===== src/rtl/dpim_pkg.sv =====
package dpim_pkg;

  // ----------------------------------------
  // sizes and timing
  // ----------------------------------------
  localparam int NIN = 4;
  localparam int NCH = 2;
  localparam int CLK_PERIOD_NS = 8;
  localparam int MS_NS = 1000000;
  localparam int MS_CYCLES = MS_NS / CLK_PERIOD_NS;
  localparam logic [9:0] SETTLE_STEP_MS = 10'd10;
  localparam logic [9:0] SETTLE_MAX_MS = 10'd1000;
  localparam logic [23:0] WEIGHT_MAX = 24'd9999999;
  localparam logic [16:0] WEIGHT_SCALE = 17'd100000;
  localparam logic [16:0] DISP_WRAP = 17'd100000;
  localparam logic [4:0] UNIT_LAST = 5'd18;
  localparam logic [4:0] UNIT_LAST_TIMED = 5'd9;
  localparam logic [1:0] RATE_LAST = 2'd2;

  // ----------------------------------------
  // register map
  // ----------------------------------------
  localparam logic [11:0] OFS_CTRL = 12'h000;
  localparam logic [11:0] OFS_SETTLE0 = 12'h004;
  localparam logic [11:0] OFS_STATUS = 12'h014;
  localparam logic [11:0] OFS_NCOUNT0 = 12'h020;
  localparam logic [11:0] OFS_SYNCCNT = 12'h030;
  localparam logic [11:0] OFS_CH0 = 12'h040;
  localparam logic [11:0] CH_STRIDE = 12'h020;
  localparam logic [11:0] OFS_CH_CFG = 12'h000;
  localparam logic [11:0] OFS_CH_WEIGHT = 12'h004;
  localparam logic [11:0] OFS_CH_COUNT = 12'h008;
  localparam logic [11:0] OFS_CH_QTY = 12'h00c;
  localparam logic [11:0] OFS_CH_DISP = 12'h010;

  // field positions
  localparam int CTRL_HI_EN_BIT = 8;
  localparam int STATUS_REJECT_BIT = 8;
  localparam int CFG_TRANS_BIT = 4;
  localparam int CFG_UNIT_LSB = 5;
  localparam int CFG_RATE_LSB = 10;

  // reset values
  localparam logic [9:0] SETTLE_RST = 10'd0;
  localparam logic [1:0] MODE_RST = 2'd0;

  // input control modes
  localparam logic [1:0] MODE_NORMAL = 2'd0;
  localparam logic [1:0] MODE_DSYNC = 2'd1;
  localparam logic [1:0] MODE_METER = 2'd2;
  localparam logic [1:0] MODE_TARIFF = 2'd3;

  // ----------------------------------------
  // carriers
  // ----------------------------------------
  typedef struct packed {
    logic [1:0] sync;
    logic level;
    logic [9:0] held_ms;
    logic rise;
    logic fall;
  } dpim_settle_t;

  typedef struct packed {
    logic [3:0] mask;
    logic trans;
    logic [4:0] unit;
    logic [1:0] rate;
    logic [23:0] weight;
    logic [31:0] count;
    logic [31:0] qty;
    logic [16:0] disp;
  } dpim_chan_t;

  typedef enum logic [1:0] {DIV_IDLE, DIV_QTY, DIV_DISP} dpim_div_t;

  typedef struct packed {
    logic [16:0] prescale;
    logic tick;
    logic [NIN-1:0][1:0] mode;
    logic hi_en;
    logic [NIN-1:0][9:0] settle;
    logic reject;
    logic [NIN-1:0][31:0] norm_cnt;
    logic [31:0] sync_cnt;
    logic sync_pulse;
    logic [NIN-1:0] tariff;
    logic [NIN-1:0] armed;
    dpim_chan_t [NCH-1:0] ch;
    dpim_div_t div;
    logic div_ch;
    logic [5:0] div_idx;
    logic [48:0] div_num;
    logic [23:0] div_den;
    logic [49:0] div_rem;
    logic [48:0] div_quo;
    logic [31:0] prdata;
  } dpim_state_t;

endpackage


===== src/rtl/dpim_settle.sv =====
module dpim_settle (
  // clock and reset
  input wire logic pclk,
  input wire logic presetn,
  // timing and setting
  input wire logic ms_tick,
  input wire logic [9:0] settle_ms,
  // raw pin
  input wire logic raw_in,
  // filtered result
  output logic level,
  output logic rise,
  output logic fall
);
  import dpim_pkg::*;

  dpim_settle_t r_reg;
  dpim_settle_t r_next;

  // only sync[1] is looked at; sync[0] feeds nothing else
  always_comb begin
    r_next = r_reg;
    r_next.sync = {r_reg.sync[0], raw_in};
    r_next.rise = 1'b0;
    r_next.fall = 1'b0;
    if (r_reg.sync[1] == r_reg.level) begin
      r_next.held_ms = 10'd0;
    end else if (settle_ms == 10'd0 ||
                 (ms_tick && (r_reg.held_ms + 10'd1) >= settle_ms)) begin
      // one ms tick of granularity: the hold may fall up to a ms short
      r_next.level = r_reg.sync[1];
      r_next.rise = r_reg.sync[1];
      r_next.fall = ~r_reg.sync[1];
      r_next.held_ms = 10'd0;
    end else if (ms_tick) begin
      r_next.held_ms = r_reg.held_ms + 10'd1;
    end
  end

  always_ff @(posedge pclk or negedge presetn) begin
    if (!presetn) begin
      r_reg <= '0;
    end else begin
      r_reg <= r_next;
    end
  end

  assign level = r_reg.level;
  assign rise = r_reg.rise;
  assign fall = r_reg.fall;
endmodule


===== src/rtl/dpim_top.sv =====
// The placing of the registers and the APB register port are this design's own decisions.
module dpim_top #(
  parameter int CYC_PER_MS = dpim_pkg::MS_CYCLES
) (
  // clock and reset
  input wire logic pclk,
  input wire logic presetn,
  // apb slave
  input wire logic psel,
  input wire logic penable,
  input wire logic pwrite,
  input wire logic [11:0] paddr,
  input wire logic [31:0] pwdata,
  output logic [31:0] prdata,
  output logic pready,
  output logic pslverr,
  // status input pins
  input wire logic status_input_one,
  input wire logic status_input_two,
  input wire logic status_input_three,
  input wire logic status_input_four,
  // meter function outputs
  output logic demand_sync_pulse,
  output logic [dpim_pkg::NIN-1:0] tariff_select,
  output logic [dpim_pkg::NIN-1:0] status_level
);
  import dpim_pkg::*;

  // ----------------------------------------
  // debounce filters
  // ----------------------------------------
  dpim_state_t r_reg;
  dpim_state_t r_next;
  logic [NIN-1:0] raw;
  logic [NIN-1:0] lvl;
  logic [NIN-1:0] rise;
  logic [NIN-1:0] fall;

  assign raw = {status_input_four, status_input_three, status_input_two, status_input_one};

  genvar gi;
  generate
    for (gi = 0; gi < NIN; gi++) begin : g_in
      // filtering sits ahead of all mode logic
      dpim_settle u_settle (
        .pclk(pclk),
        .presetn(presetn),
        .ms_tick(r_reg.tick),
        .settle_ms(r_reg.settle[gi]),
        .raw_in(raw[gi]),
        .level(lvl[gi]),
        .rise(rise[gi]),
        .fall(fall[gi])
      );
    end
  endgenerate

  // ----------------------------------------
  // register file, counting and divider
  // ----------------------------------------
  logic wr;
  logic rd;
  logic hit;
  logic bad;
  logic [NIN-1:0] en;
  logic [NIN-1:0] ev_rise;
  logic [NIN-1:0] ev_fall;
  logic [NIN-1:0] done;
  logic [2:0] inc;
  logic [31:0] rdata;
  logic [11:0] cb;
  logic [4:0] unit_w;
  logic [1:0] rate_w;
  logic [49:0] trial;

  always_comb begin
    r_next = r_reg;
    wr = psel && penable && pwrite;
    rd = psel && !penable && !pwrite;
    hit = 1'b0;
    bad = 1'b0;
    rdata = 32'h0000_0000;
    inc = 3'd0;
    cb = 12'h000;
    unit_w = pwdata[CFG_UNIT_LSB +: 5];
    rate_w = pwdata[CFG_RATE_LSB +: 2];
    trial = 50'h0;
    r_next.tick = 1'b0;
    r_next.sync_pulse = 1'b0;

    // millisecond time base for the filters
    if (r_reg.prescale == 17'(CYC_PER_MS - 1)) begin
      r_next.prescale = 17'h0;
      r_next.tick = 1'b1;
    end else begin
      r_next.prescale = r_reg.prescale + 17'h1;
    end

    // address decode; reads are latched in setup so prdata comes from a flop
    if (paddr == OFS_CTRL) begin
      hit = 1'b1;
      rdata = {23'h0, r_reg.hi_en, r_reg.mode};
      if (wr) begin
        r_next.mode = pwdata[7:0];
        r_next.hi_en = pwdata[CTRL_HI_EN_BIT];
      end
    end
    for (int i = 0; i < NIN; i++) begin
      if (paddr == OFS_SETTLE0 + 12'(4 * i)) begin
        hit = 1'b1;
        rdata = {22'h0, r_reg.settle[i]};
        if (wr) begin
          // off-step or oversize values leave the old setting in place
          if (pwdata[31:10] != 22'h0 || pwdata[9:0] > SETTLE_MAX_MS ||
              (pwdata[9:0] % SETTLE_STEP_MS) != 10'd0) begin
            bad = 1'b1;
          end else begin
            r_next.settle[i] = pwdata[9:0];
          end
        end
      end
      if (paddr == OFS_NCOUNT0 + 12'(4 * i)) begin
        hit = 1'b1;
        rdata = r_reg.norm_cnt[i];
        if (wr) begin
          r_next.norm_cnt[i] = 32'h0;
        end
      end
    end
    if (paddr == OFS_STATUS) begin
      hit = 1'b1;
      rdata = {23'h0, r_reg.reject, 4'h0, lvl};
      if (wr && pwdata[STATUS_REJECT_BIT]) begin
        r_next.reject = 1'b0;
      end
    end
    if (paddr == OFS_SYNCCNT) begin
      hit = 1'b1;
      rdata = r_reg.sync_cnt;
      if (wr) begin
        r_next.sync_cnt = 32'h0;
      end
    end
    for (int c = 0; c < NCH; c++) begin
      cb = OFS_CH0 + 12'(c) * CH_STRIDE;
      if (paddr == cb + OFS_CH_CFG) begin
        hit = 1'b1;
        rdata = {20'h0, r_reg.ch[c].rate, r_reg.ch[c].unit, r_reg.ch[c].trans,
                 r_reg.ch[c].mask};
        if (wr) begin
          if (unit_w > UNIT_LAST || rate_w > RATE_LAST) begin
            bad = 1'b1;
          end else begin
            r_next.ch[c].mask = pwdata[3:0];
            r_next.ch[c].trans = pwdata[CFG_TRANS_BIT];
            r_next.ch[c].unit = unit_w;
            // energy units imply their demand unit; the rate field is forced
            if (unit_w != 5'd0 && unit_w <= UNIT_LAST_TIMED) begin
              r_next.ch[c].rate = 2'd0;
            end else begin
              r_next.ch[c].rate = rate_w;
            end
          end
        end
      end
      if (paddr == cb + OFS_CH_WEIGHT) begin
        hit = 1'b1;
        rdata = {8'h0, r_reg.ch[c].weight};
        if (wr) begin
          if (pwdata > 32'(WEIGHT_MAX)) begin
            bad = 1'b1;
          end else begin
            r_next.ch[c].weight = pwdata[23:0];
          end
        end
      end
      if (paddr == cb + OFS_CH_COUNT) begin
        hit = 1'b1;
        rdata = r_reg.ch[c].count;
        if (wr) begin
          r_next.ch[c].count = 32'h0;
        end
      end
      if (paddr == cb + OFS_CH_QTY) begin
        hit = 1'b1;
        rdata = r_reg.ch[c].qty;
      end
      if (paddr == cb + OFS_CH_DISP) begin
        hit = 1'b1;
        rdata = {15'h0, r_reg.ch[c].disp};
      end
    end
    if (rd) begin
      r_next.prdata = rdata;
    end

    // a refused write is remembered until software clears it; set wins
    if (wr && bad) begin
      r_next.reject = 1'b1;
    end

    // ----------------------------------------
    // input events; hardware updates follow the writes so they win
    // ----------------------------------------
    en = {r_reg.hi_en, r_reg.hi_en, 2'b11};
    ev_rise = rise & en;
    ev_fall = fall & en;
    done = ev_fall & r_reg.armed;
    for (int i = 0; i < NIN; i++) begin
      if (ev_rise[i]) begin
        r_next.armed[i] = 1'b1;
      end else if (ev_fall[i]) begin
        r_next.armed[i] = 1'b0;
      end
      if (r_reg.mode[i] == MODE_NORMAL && ev_rise[i]) begin
        r_next.norm_cnt[i] = r_next.norm_cnt[i] + 32'h1;
      end
      if (r_reg.mode[i] == MODE_DSYNC && ev_rise[i]) begin
        r_next.sync_pulse = 1'b1;
      end
      r_next.tariff[i] = (r_reg.mode[i] == MODE_TARIFF) && lvl[i] && en[i];
    end
    if (r_next.sync_pulse) begin
      r_next.sync_cnt = r_next.sync_cnt + 32'h1;
    end
    for (int c = 0; c < NCH; c++) begin
      inc = 3'd0;
      for (int i = 0; i < NIN; i++) begin
        // only inputs in metering mode feed the channels
        if (r_reg.ch[c].mask[i] && r_reg.mode[i] == MODE_METER) begin
          if (r_reg.ch[c].trans) begin
            inc = inc + 3'(ev_rise[i] | ev_fall[i]);
          end else begin
            inc = inc + 3'(done[i]);
          end
        end
      end
      r_next.ch[c].count = r_next.ch[c].count + 32'(inc);
    end

    // ----------------------------------------
    // shared divider: quantity, then readout wrap
    // ----------------------------------------
    case (r_reg.div)
      DIV_IDLE: begin
        r_next.div_idx = 6'd48;
        r_next.div_rem = 50'h0;
        r_next.div_quo = 49'h0;
        r_next.div_num = 49'(r_reg.ch[r_reg.div_ch].count) * 49'(WEIGHT_SCALE);
        r_next.div_den = r_reg.ch[r_reg.div_ch].weight;
        if (r_reg.ch[r_reg.div_ch].weight == 24'h0) begin
          r_next.ch[r_reg.div_ch].qty = 32'h0;
          r_next.ch[r_reg.div_ch].disp = 17'h0;
          r_next.div_ch = ~r_reg.div_ch;
        end else begin
          r_next.div = DIV_QTY;
        end
      end
      DIV_QTY, DIV_DISP: begin
        trial = {r_reg.div_rem[48:0], r_reg.div_num[r_reg.div_idx]};
        if (trial >= 50'(r_reg.div_den)) begin
          trial = trial - 50'(r_reg.div_den);
          r_next.div_quo[r_reg.div_idx] = 1'b1;
        end
        r_next.div_rem = trial;
        r_next.div_idx = r_reg.div_idx - 6'd1;
        if (r_reg.div_idx == 6'd0) begin
          // the last quotient bit lands in r_next this cycle, so read it before clearing
          r_next.div_idx = 6'd48;
          r_next.div_rem = 50'h0;
          if (r_reg.div == DIV_QTY) begin
            // count times scale over weight gives whole units
            r_next.ch[r_reg.div_ch].qty = r_next.div_quo[31:0];
            r_next.div_num = {17'h0, r_next.div_quo[31:0]};
            r_next.div_den = 24'(DISP_WRAP);
            r_next.div = DIV_DISP;
          end else begin
            r_next.ch[r_reg.div_ch].disp = trial[16:0];
            r_next.div_ch = ~r_reg.div_ch;
            r_next.div = DIV_IDLE;
          end
          r_next.div_quo = 49'h0;
        end
      end
      default: begin
        r_next.div = DIV_IDLE;
      end
    endcase
  end

  always_ff @(posedge pclk or negedge presetn) begin
    if (!presetn) begin
      r_reg <= '0;
      r_reg.mode <= {NIN{MODE_RST}};
      r_reg.settle <= {NIN{SETTLE_RST}};
      r_reg.div <= DIV_IDLE;
    end else begin
      r_reg <= r_next;
    end
  end

  // ----------------------------------------
  // outputs
  // ----------------------------------------
  assign prdata = r_reg.prdata;
  assign pready = 1'b1;
  assign pslverr = psel && penable && (!hit || (pwrite && bad));
  assign demand_sync_pulse = r_reg.sync_pulse;
  assign tariff_select = r_reg.tariff;
  assign status_level = lvl;
endmodule


===== config.mk =====
export PLATFORM = sky130hd
export DESIGN_NAME = dpim_top
export DESIGN_NICKNAME = d
export VERILOG_FILES = /design/src/rtl/dpim_pkg.sv /design/src/rtl/dpim_settle.sv /design/src/rtl/dpim_top.sv
export SDC_FILE = /design/constraint.sdc
export NUM_CORES = 2
export LEC_CHECK = 0
export ABC_CLOCK_PERIOD_IN_PS = 13900
export BUFFER_PORTS_ARGS = -buffer_cell sky130_fd_sc_hd__buf_2
export CORE_MARGIN = 4
export CORE_UTILIZATION = 64
export DETAILED_ROUTE_END_ITERATION = 10
export PLACE_DENSITY = 0.8
export RECOVER_POWER = 25
export SYNTH_ARGS = -nofsm -noshare
export SYNTH_HDL_FRONTEND = slang
export SYNTH_HIERARCHICAL = 1
export SYNTH_SLANG_ARGS = --single-unit

===== constraint.sdc =====
create_clock -name pclk -period 13.9 [get_ports pclk]
set_input_delay 2.78 -clock pclk [delete_from_list [all_inputs] [get_ports pclk]]
set_output_delay 2.78 -clock pclk [all_outputs]
set_load 0.05 [all_outputs]

==> key figures <==
Clock network
  • Setup fix buffers added after clock tree synthesis: 0
  • Maximum root-to-sink buffer count: 3
  • Skew-Pair Late Insertion Delay: 640 ps
  • Hold_buf cts: 0
  • Clock transition at the registers of the reported paths: 60 ps
  • Clock net sink count: 726
  • TritonCTS clock tree: built
  • Cell at the root of the clock tree: sky130_fd_sc_hd__clkbuf_16
  • H-tree depth: 3
  • Number of resized instances in the post-cts repair step: 0
  • Number of clock buffers inserted by TritonCTS: 82

Worst setup path
  • Cell repeated most along the worst path: sky130_fd_sc_hd__clkbuf_1
  • Number of cells on the worst reg-to-reg path: 21
  • Req. time, crit path: 14530 ps
  • Top fanout value on the critical path: roughly 120
  • Worst-path cell chain: clkbuf_1 > clkbuf_1 > buf_4
  • End of the worst register-to-register path: r_reg[202]
  • Worst setup SP type: primary input
  • CP Capture Type: asynchronous set/reset pin
  • Worst-case register-to-register setup slack: ~4100 ps
  • Beginning of the worst register-to-register path: r_reg[210]
  • Crit path arrival time: 10600 ps
  • Slowest cell on the critical path: sky130_fd_sc_hd__clkbuf_1
  • Worst setup path startpoint: presetn
  • Family of cells with the greatest summed delay on the critical path: buffers and inverters
  • Critical path destination: r_reg[548]
  • Crit. path cell count: 3
  • Kind of critical path: primary input to asynchronous set/reset pin
  • Crit path buffers/inverters: 3
  • Delay of the slowest critical-path stage: 4420 ps

Synthesis
  • Share of the synthesized area in compound gates (AO/OA/AOI/OAI): 15.99%
  • Area leader, netlist: sky130_fd_sc_hd__dfrtp_1
  • Async S/R FF share, synth: 100.0%
  • Post-synthesis simple-gate area fraction: approximately 17%
  • Post-synthesis share of cell area spent on full adders, half adders and majority gates: a little under an eighth
  • Number of synthesized register bits: 726
  • Share of the yosys chip area belonging to registers: between 30% and 40%
  • Post-synth design cell area: about 46000 µm²
  • Synth cell count leaders: 726 x sky130_fd_sc_hd__dfrtp_1, 539 x sky130_fd_sc_hd__nand2_1, 403 x sky130_fd_sc_hd__nor2_1
  • Total nets after synthesis: 5261
  • Number of synthesized flops with an enable pin: 0
  • Distinct cell type count of the synthesized netlist: 101
  • Leading cell types by total area after synthesis: sky130_fd_sc_hd__dfrtp_1 39%, sky130_fd_sc_hd__ha_1 7.0%, sky130_fd_sc_hd__fa_1 4.8%
  • Dominant synthesized flop cell: sky130_fd_sc_hd__dfrtp_1
  • Mux cell area share after synthesis: 4.598%
  • Post-synthesis average cell area: 9.520 µm²
  • Most instantiated library cell after synthesis: sky130_fd_sc_hd__dfrtp_1
  • Instance count of the mapped netlist: 4839
  • Dominant combinational cell family by area after synthesis: simple AND/OR/NAND/NOR gates
  • Warning count from the yosys run: 6
  • Area share of the leading cell type in the synthesized netlist: 39.44%
  • XOR/XNOR Fraction of Synth Area: 6.008%

Flow run
  • Maxcap violations: 6

Placed design
  • Buffers on Ports: 94
  • GP Congestion: 1.042
  • Final HPWL DP: 105.9 mm
  • Area after detailed placement: between 40000 and 50000 µm²

Cells and area
  • Area of all placed cells without fillers: around 50000 µm²
  • Share of final-layout standard cells stronger than drive strength 1: 9.536%
  • Number of flip-flops under the largest register name: 628
  • Number of nets in the layout: 5222
  • Area delta synth->final: 7.999%
  • Core occupancy in the finished layout: between 60 and 70%

Power
  • Internal power: 3.681 mW
  • Relative contribution of combinational cells to total power: 13.1%
  • Reported net switching power: 1.543 mW
  • Relative contribution of the clock network to total power: 44.2%
  • Design Power: 5.223 mW
  • Sw Share: 29.53%
  • Areal power density over the cells: between 100 and 150 nW/µm²
  • Sequential Power Share: 42.7%
  • VDD IR max: 0.0001358 V
  • Leakage component of the power: between 20 and 25 nW

STA
  • Worst-case headroom to the max-slew limit: -327.9%
  • Setup violations, final: 0
  • Slew at the pin closest to its max-slew limit: about 6400 ps
  • Setup repair after global routing missed its margin: no
  • Setup Skew: 16.92 ps
  • Fin crit share: 71.70%
  • Final hold violation count: 0
  • Aggregate negative setup slack: 0 ps
  • Final period demand of the worst path: 9966 ps
  • Smallest hold slack: 346.9 ps
  • Count of final max-slew check failures: 372
  • Maximum operating frequency: 100.3 MHz

Drt
  • Via total after detailed routing: 38.97k
  • Post-detailed-route count of antenna-violating nets: 0
  • Initial DRC Count: slightly above 5k
  • Average routed wire per standard cell: about 25 µm
  • Number of remaining DRC errors: 0
  • Drt via density: 6.695
  • Final Routed Wirelength: around 140 mm
  • TritonRoute pass-1 iters: 10

Floorplanning
  • Total Die Area: 76330 µm²
  • Height of the die: 276.3 µm
  • Width of the chip: 276.3 µm
  • Initial cell density of the core: 64.55%
  • Placement row count: 98
  • I/O pin count: 96
  • Std-Cell Core Area: just over 70000 µm²

GRT
  • Via count of the first global-routing pass: 37.55k
  • Global-route congestion overflow total: 0
  • First-pass GRT wire length: 222.5 mm
  • Global-route total usage across every layer: 36.95%
  • Maximum number of pins on one net before global-route repair: 195
  • Antenna violations before repair: 5

Status
  • Run status: finished with violations
  • Violations in the final reports: max-capacitance violations, max-slew violations

Min path
  • Hold Path Class: flop to flop
## worst register-to-register path, stage by stage, from the launching register on
cell	delay (ps)
sky130_fd_sc_hd__dfrtp_1	620
sky130_fd_sc_hd__clkbuf_1	2790
sky130_fd_sc_hd__o21ai_0	1060
sky130_fd_sc_hd__ha_1	580
sky130_fd_sc_hd__ha_1	310
sky130_fd_sc_hd__inv_1	80
sky130_fd_sc_hd__fa_1	530
sky130_fd_sc_hd__inv_1	50
sky130_fd_sc_hd__fa_1	510
sky130_fd_sc_hd__fa_1	510
sky130_fd_sc_hd__ha_1	270
sky130_fd_sc_hd__or4_1	470
sky130_fd_sc_hd__a21oi_1	130
sky130_fd_sc_hd__o31ai_1	140
sky130_fd_sc_hd__o32a_1	380
sky130_fd_sc_hd__a21oi_1	210
sky130_fd_sc_hd__o211ai_1	190
sky130_fd_sc_hd__nand3_1	150
sky130_fd_sc_hd__nand4b_1	170
sky130_fd_sc_hd__a41oi_1	280
sky130_fd_sc_hd__xor2_1	160
sky130_fd_sc_hd__o21ai_0	80
## how the worst min path moves through the flow
stage,startpoint,end,slack [ps],cells past startpoint
finish,g_in[2].u_settle/r_next[14],g_in[2].u_settle/r_reg[14],350,0
global route,g_in[2].u_settle/r_next[14],g_in[2].u_settle/r_reg[14],350,0
CTS,g_in[2].u_settle/r_next[14],g_in[2].u_settle/r_reg[14],350,0
detailed placement,g_in[2].u_settle/r_next[14],g_in[2].u_settle/r_reg[14],340,0
global placement,g_in[2].u_settle/r_next[14],g_in[2].u_settle/r_reg[14],330,0
floorplan,g_in[0].u_settle/r_next[14],g_in[0].u_settle/r_reg[14],330,0
## kinds of logic (layout without fill, tap and decap cells)
logic type / count (synthesis) / count (layout)
adders and majority gates: 369 / 369
xor gates and xnor gates: 316 / 316
muxes: 195 / 195
DFF: 726 / 726
AOI/OAI and AO/OA: 1074 / 1074
buffers and inverters: 525 / 552
and+or+nand+nor: 1633 / 1633
other: 1 / 5
## layout make-up
| cell class | instances | area (µm²) |
|---|---|---|
| antenna | 4 | 10.01 |
| clock buffer | 112 | 2336 |
| clock inverter | 38 | 539.3 |
| fill | 5503 | 21610 |
| inverter | 253 | 949.7 |
| multi-input combinational | 3588 | 25670 |
| sequential | 726 | 18170 |
| tap | 950 | 1189 |
| timing repair buffer | 149 | 884.6 |
## metal layers
metal,routed length (µm),up-vias,global-route usage (%)
met4,7944,2,17.41
met2,62500,2086,54.76
met3,15620,445,9.482
met5,11,-,0
met1,57390,19322,51.29
li1,-,17110,-
## cell usage in the layout (no fill, tap or decap), drive strengths merged, types with 35 or more instances in the layout
| cell type | count |
|---|---|
| a21oi | 229 |
| a221oi | 53 |
| a222oi | 35 |
| a22o | 67 |
| a22oi | 114 |
| and3 | 68 |
| buf | 140 |
| clkbuf | 121 |
| dfrtp | 726 |
| fa | 111 |
| ha | 258 |
| inv | 258 |
| mux2 | 98 |
| mux2i | 95 |
| nand2 | 539 |
| nand3 | 174 |
| nand4 | 78 |
| nor2 | 404 |
| nor2b | 38 |
| nor3 | 84 |
| nor4 | 40 |
| o21ai | 276 |
| or3 | 57 |
| xnor2 | 110 |
| xor2 | 206 |
## power by group through the flow
stage	Sequential, mW	Clock [mW]	Combinational, mW
after global routing	2.23	2.42	0.738
after global placement	2.26	0	0.657
after detailed placement	2.26	0	0.666
after CTS	2.22	2.32	0.668
final	2.23	2.31	0.682
after floorplan	2.22	0	0.456
## through the flow
step / cells / worst slack [ps]
global route: 5816 / 2314
global placement: 5666 / 4465
finish: 5820 / 3934
floorplan: 4839 / 4289
CTS: 5816 / 4501
detailed placement: 5666 / 4525
No activity file was read; power rests on OpenSTA's default activity.
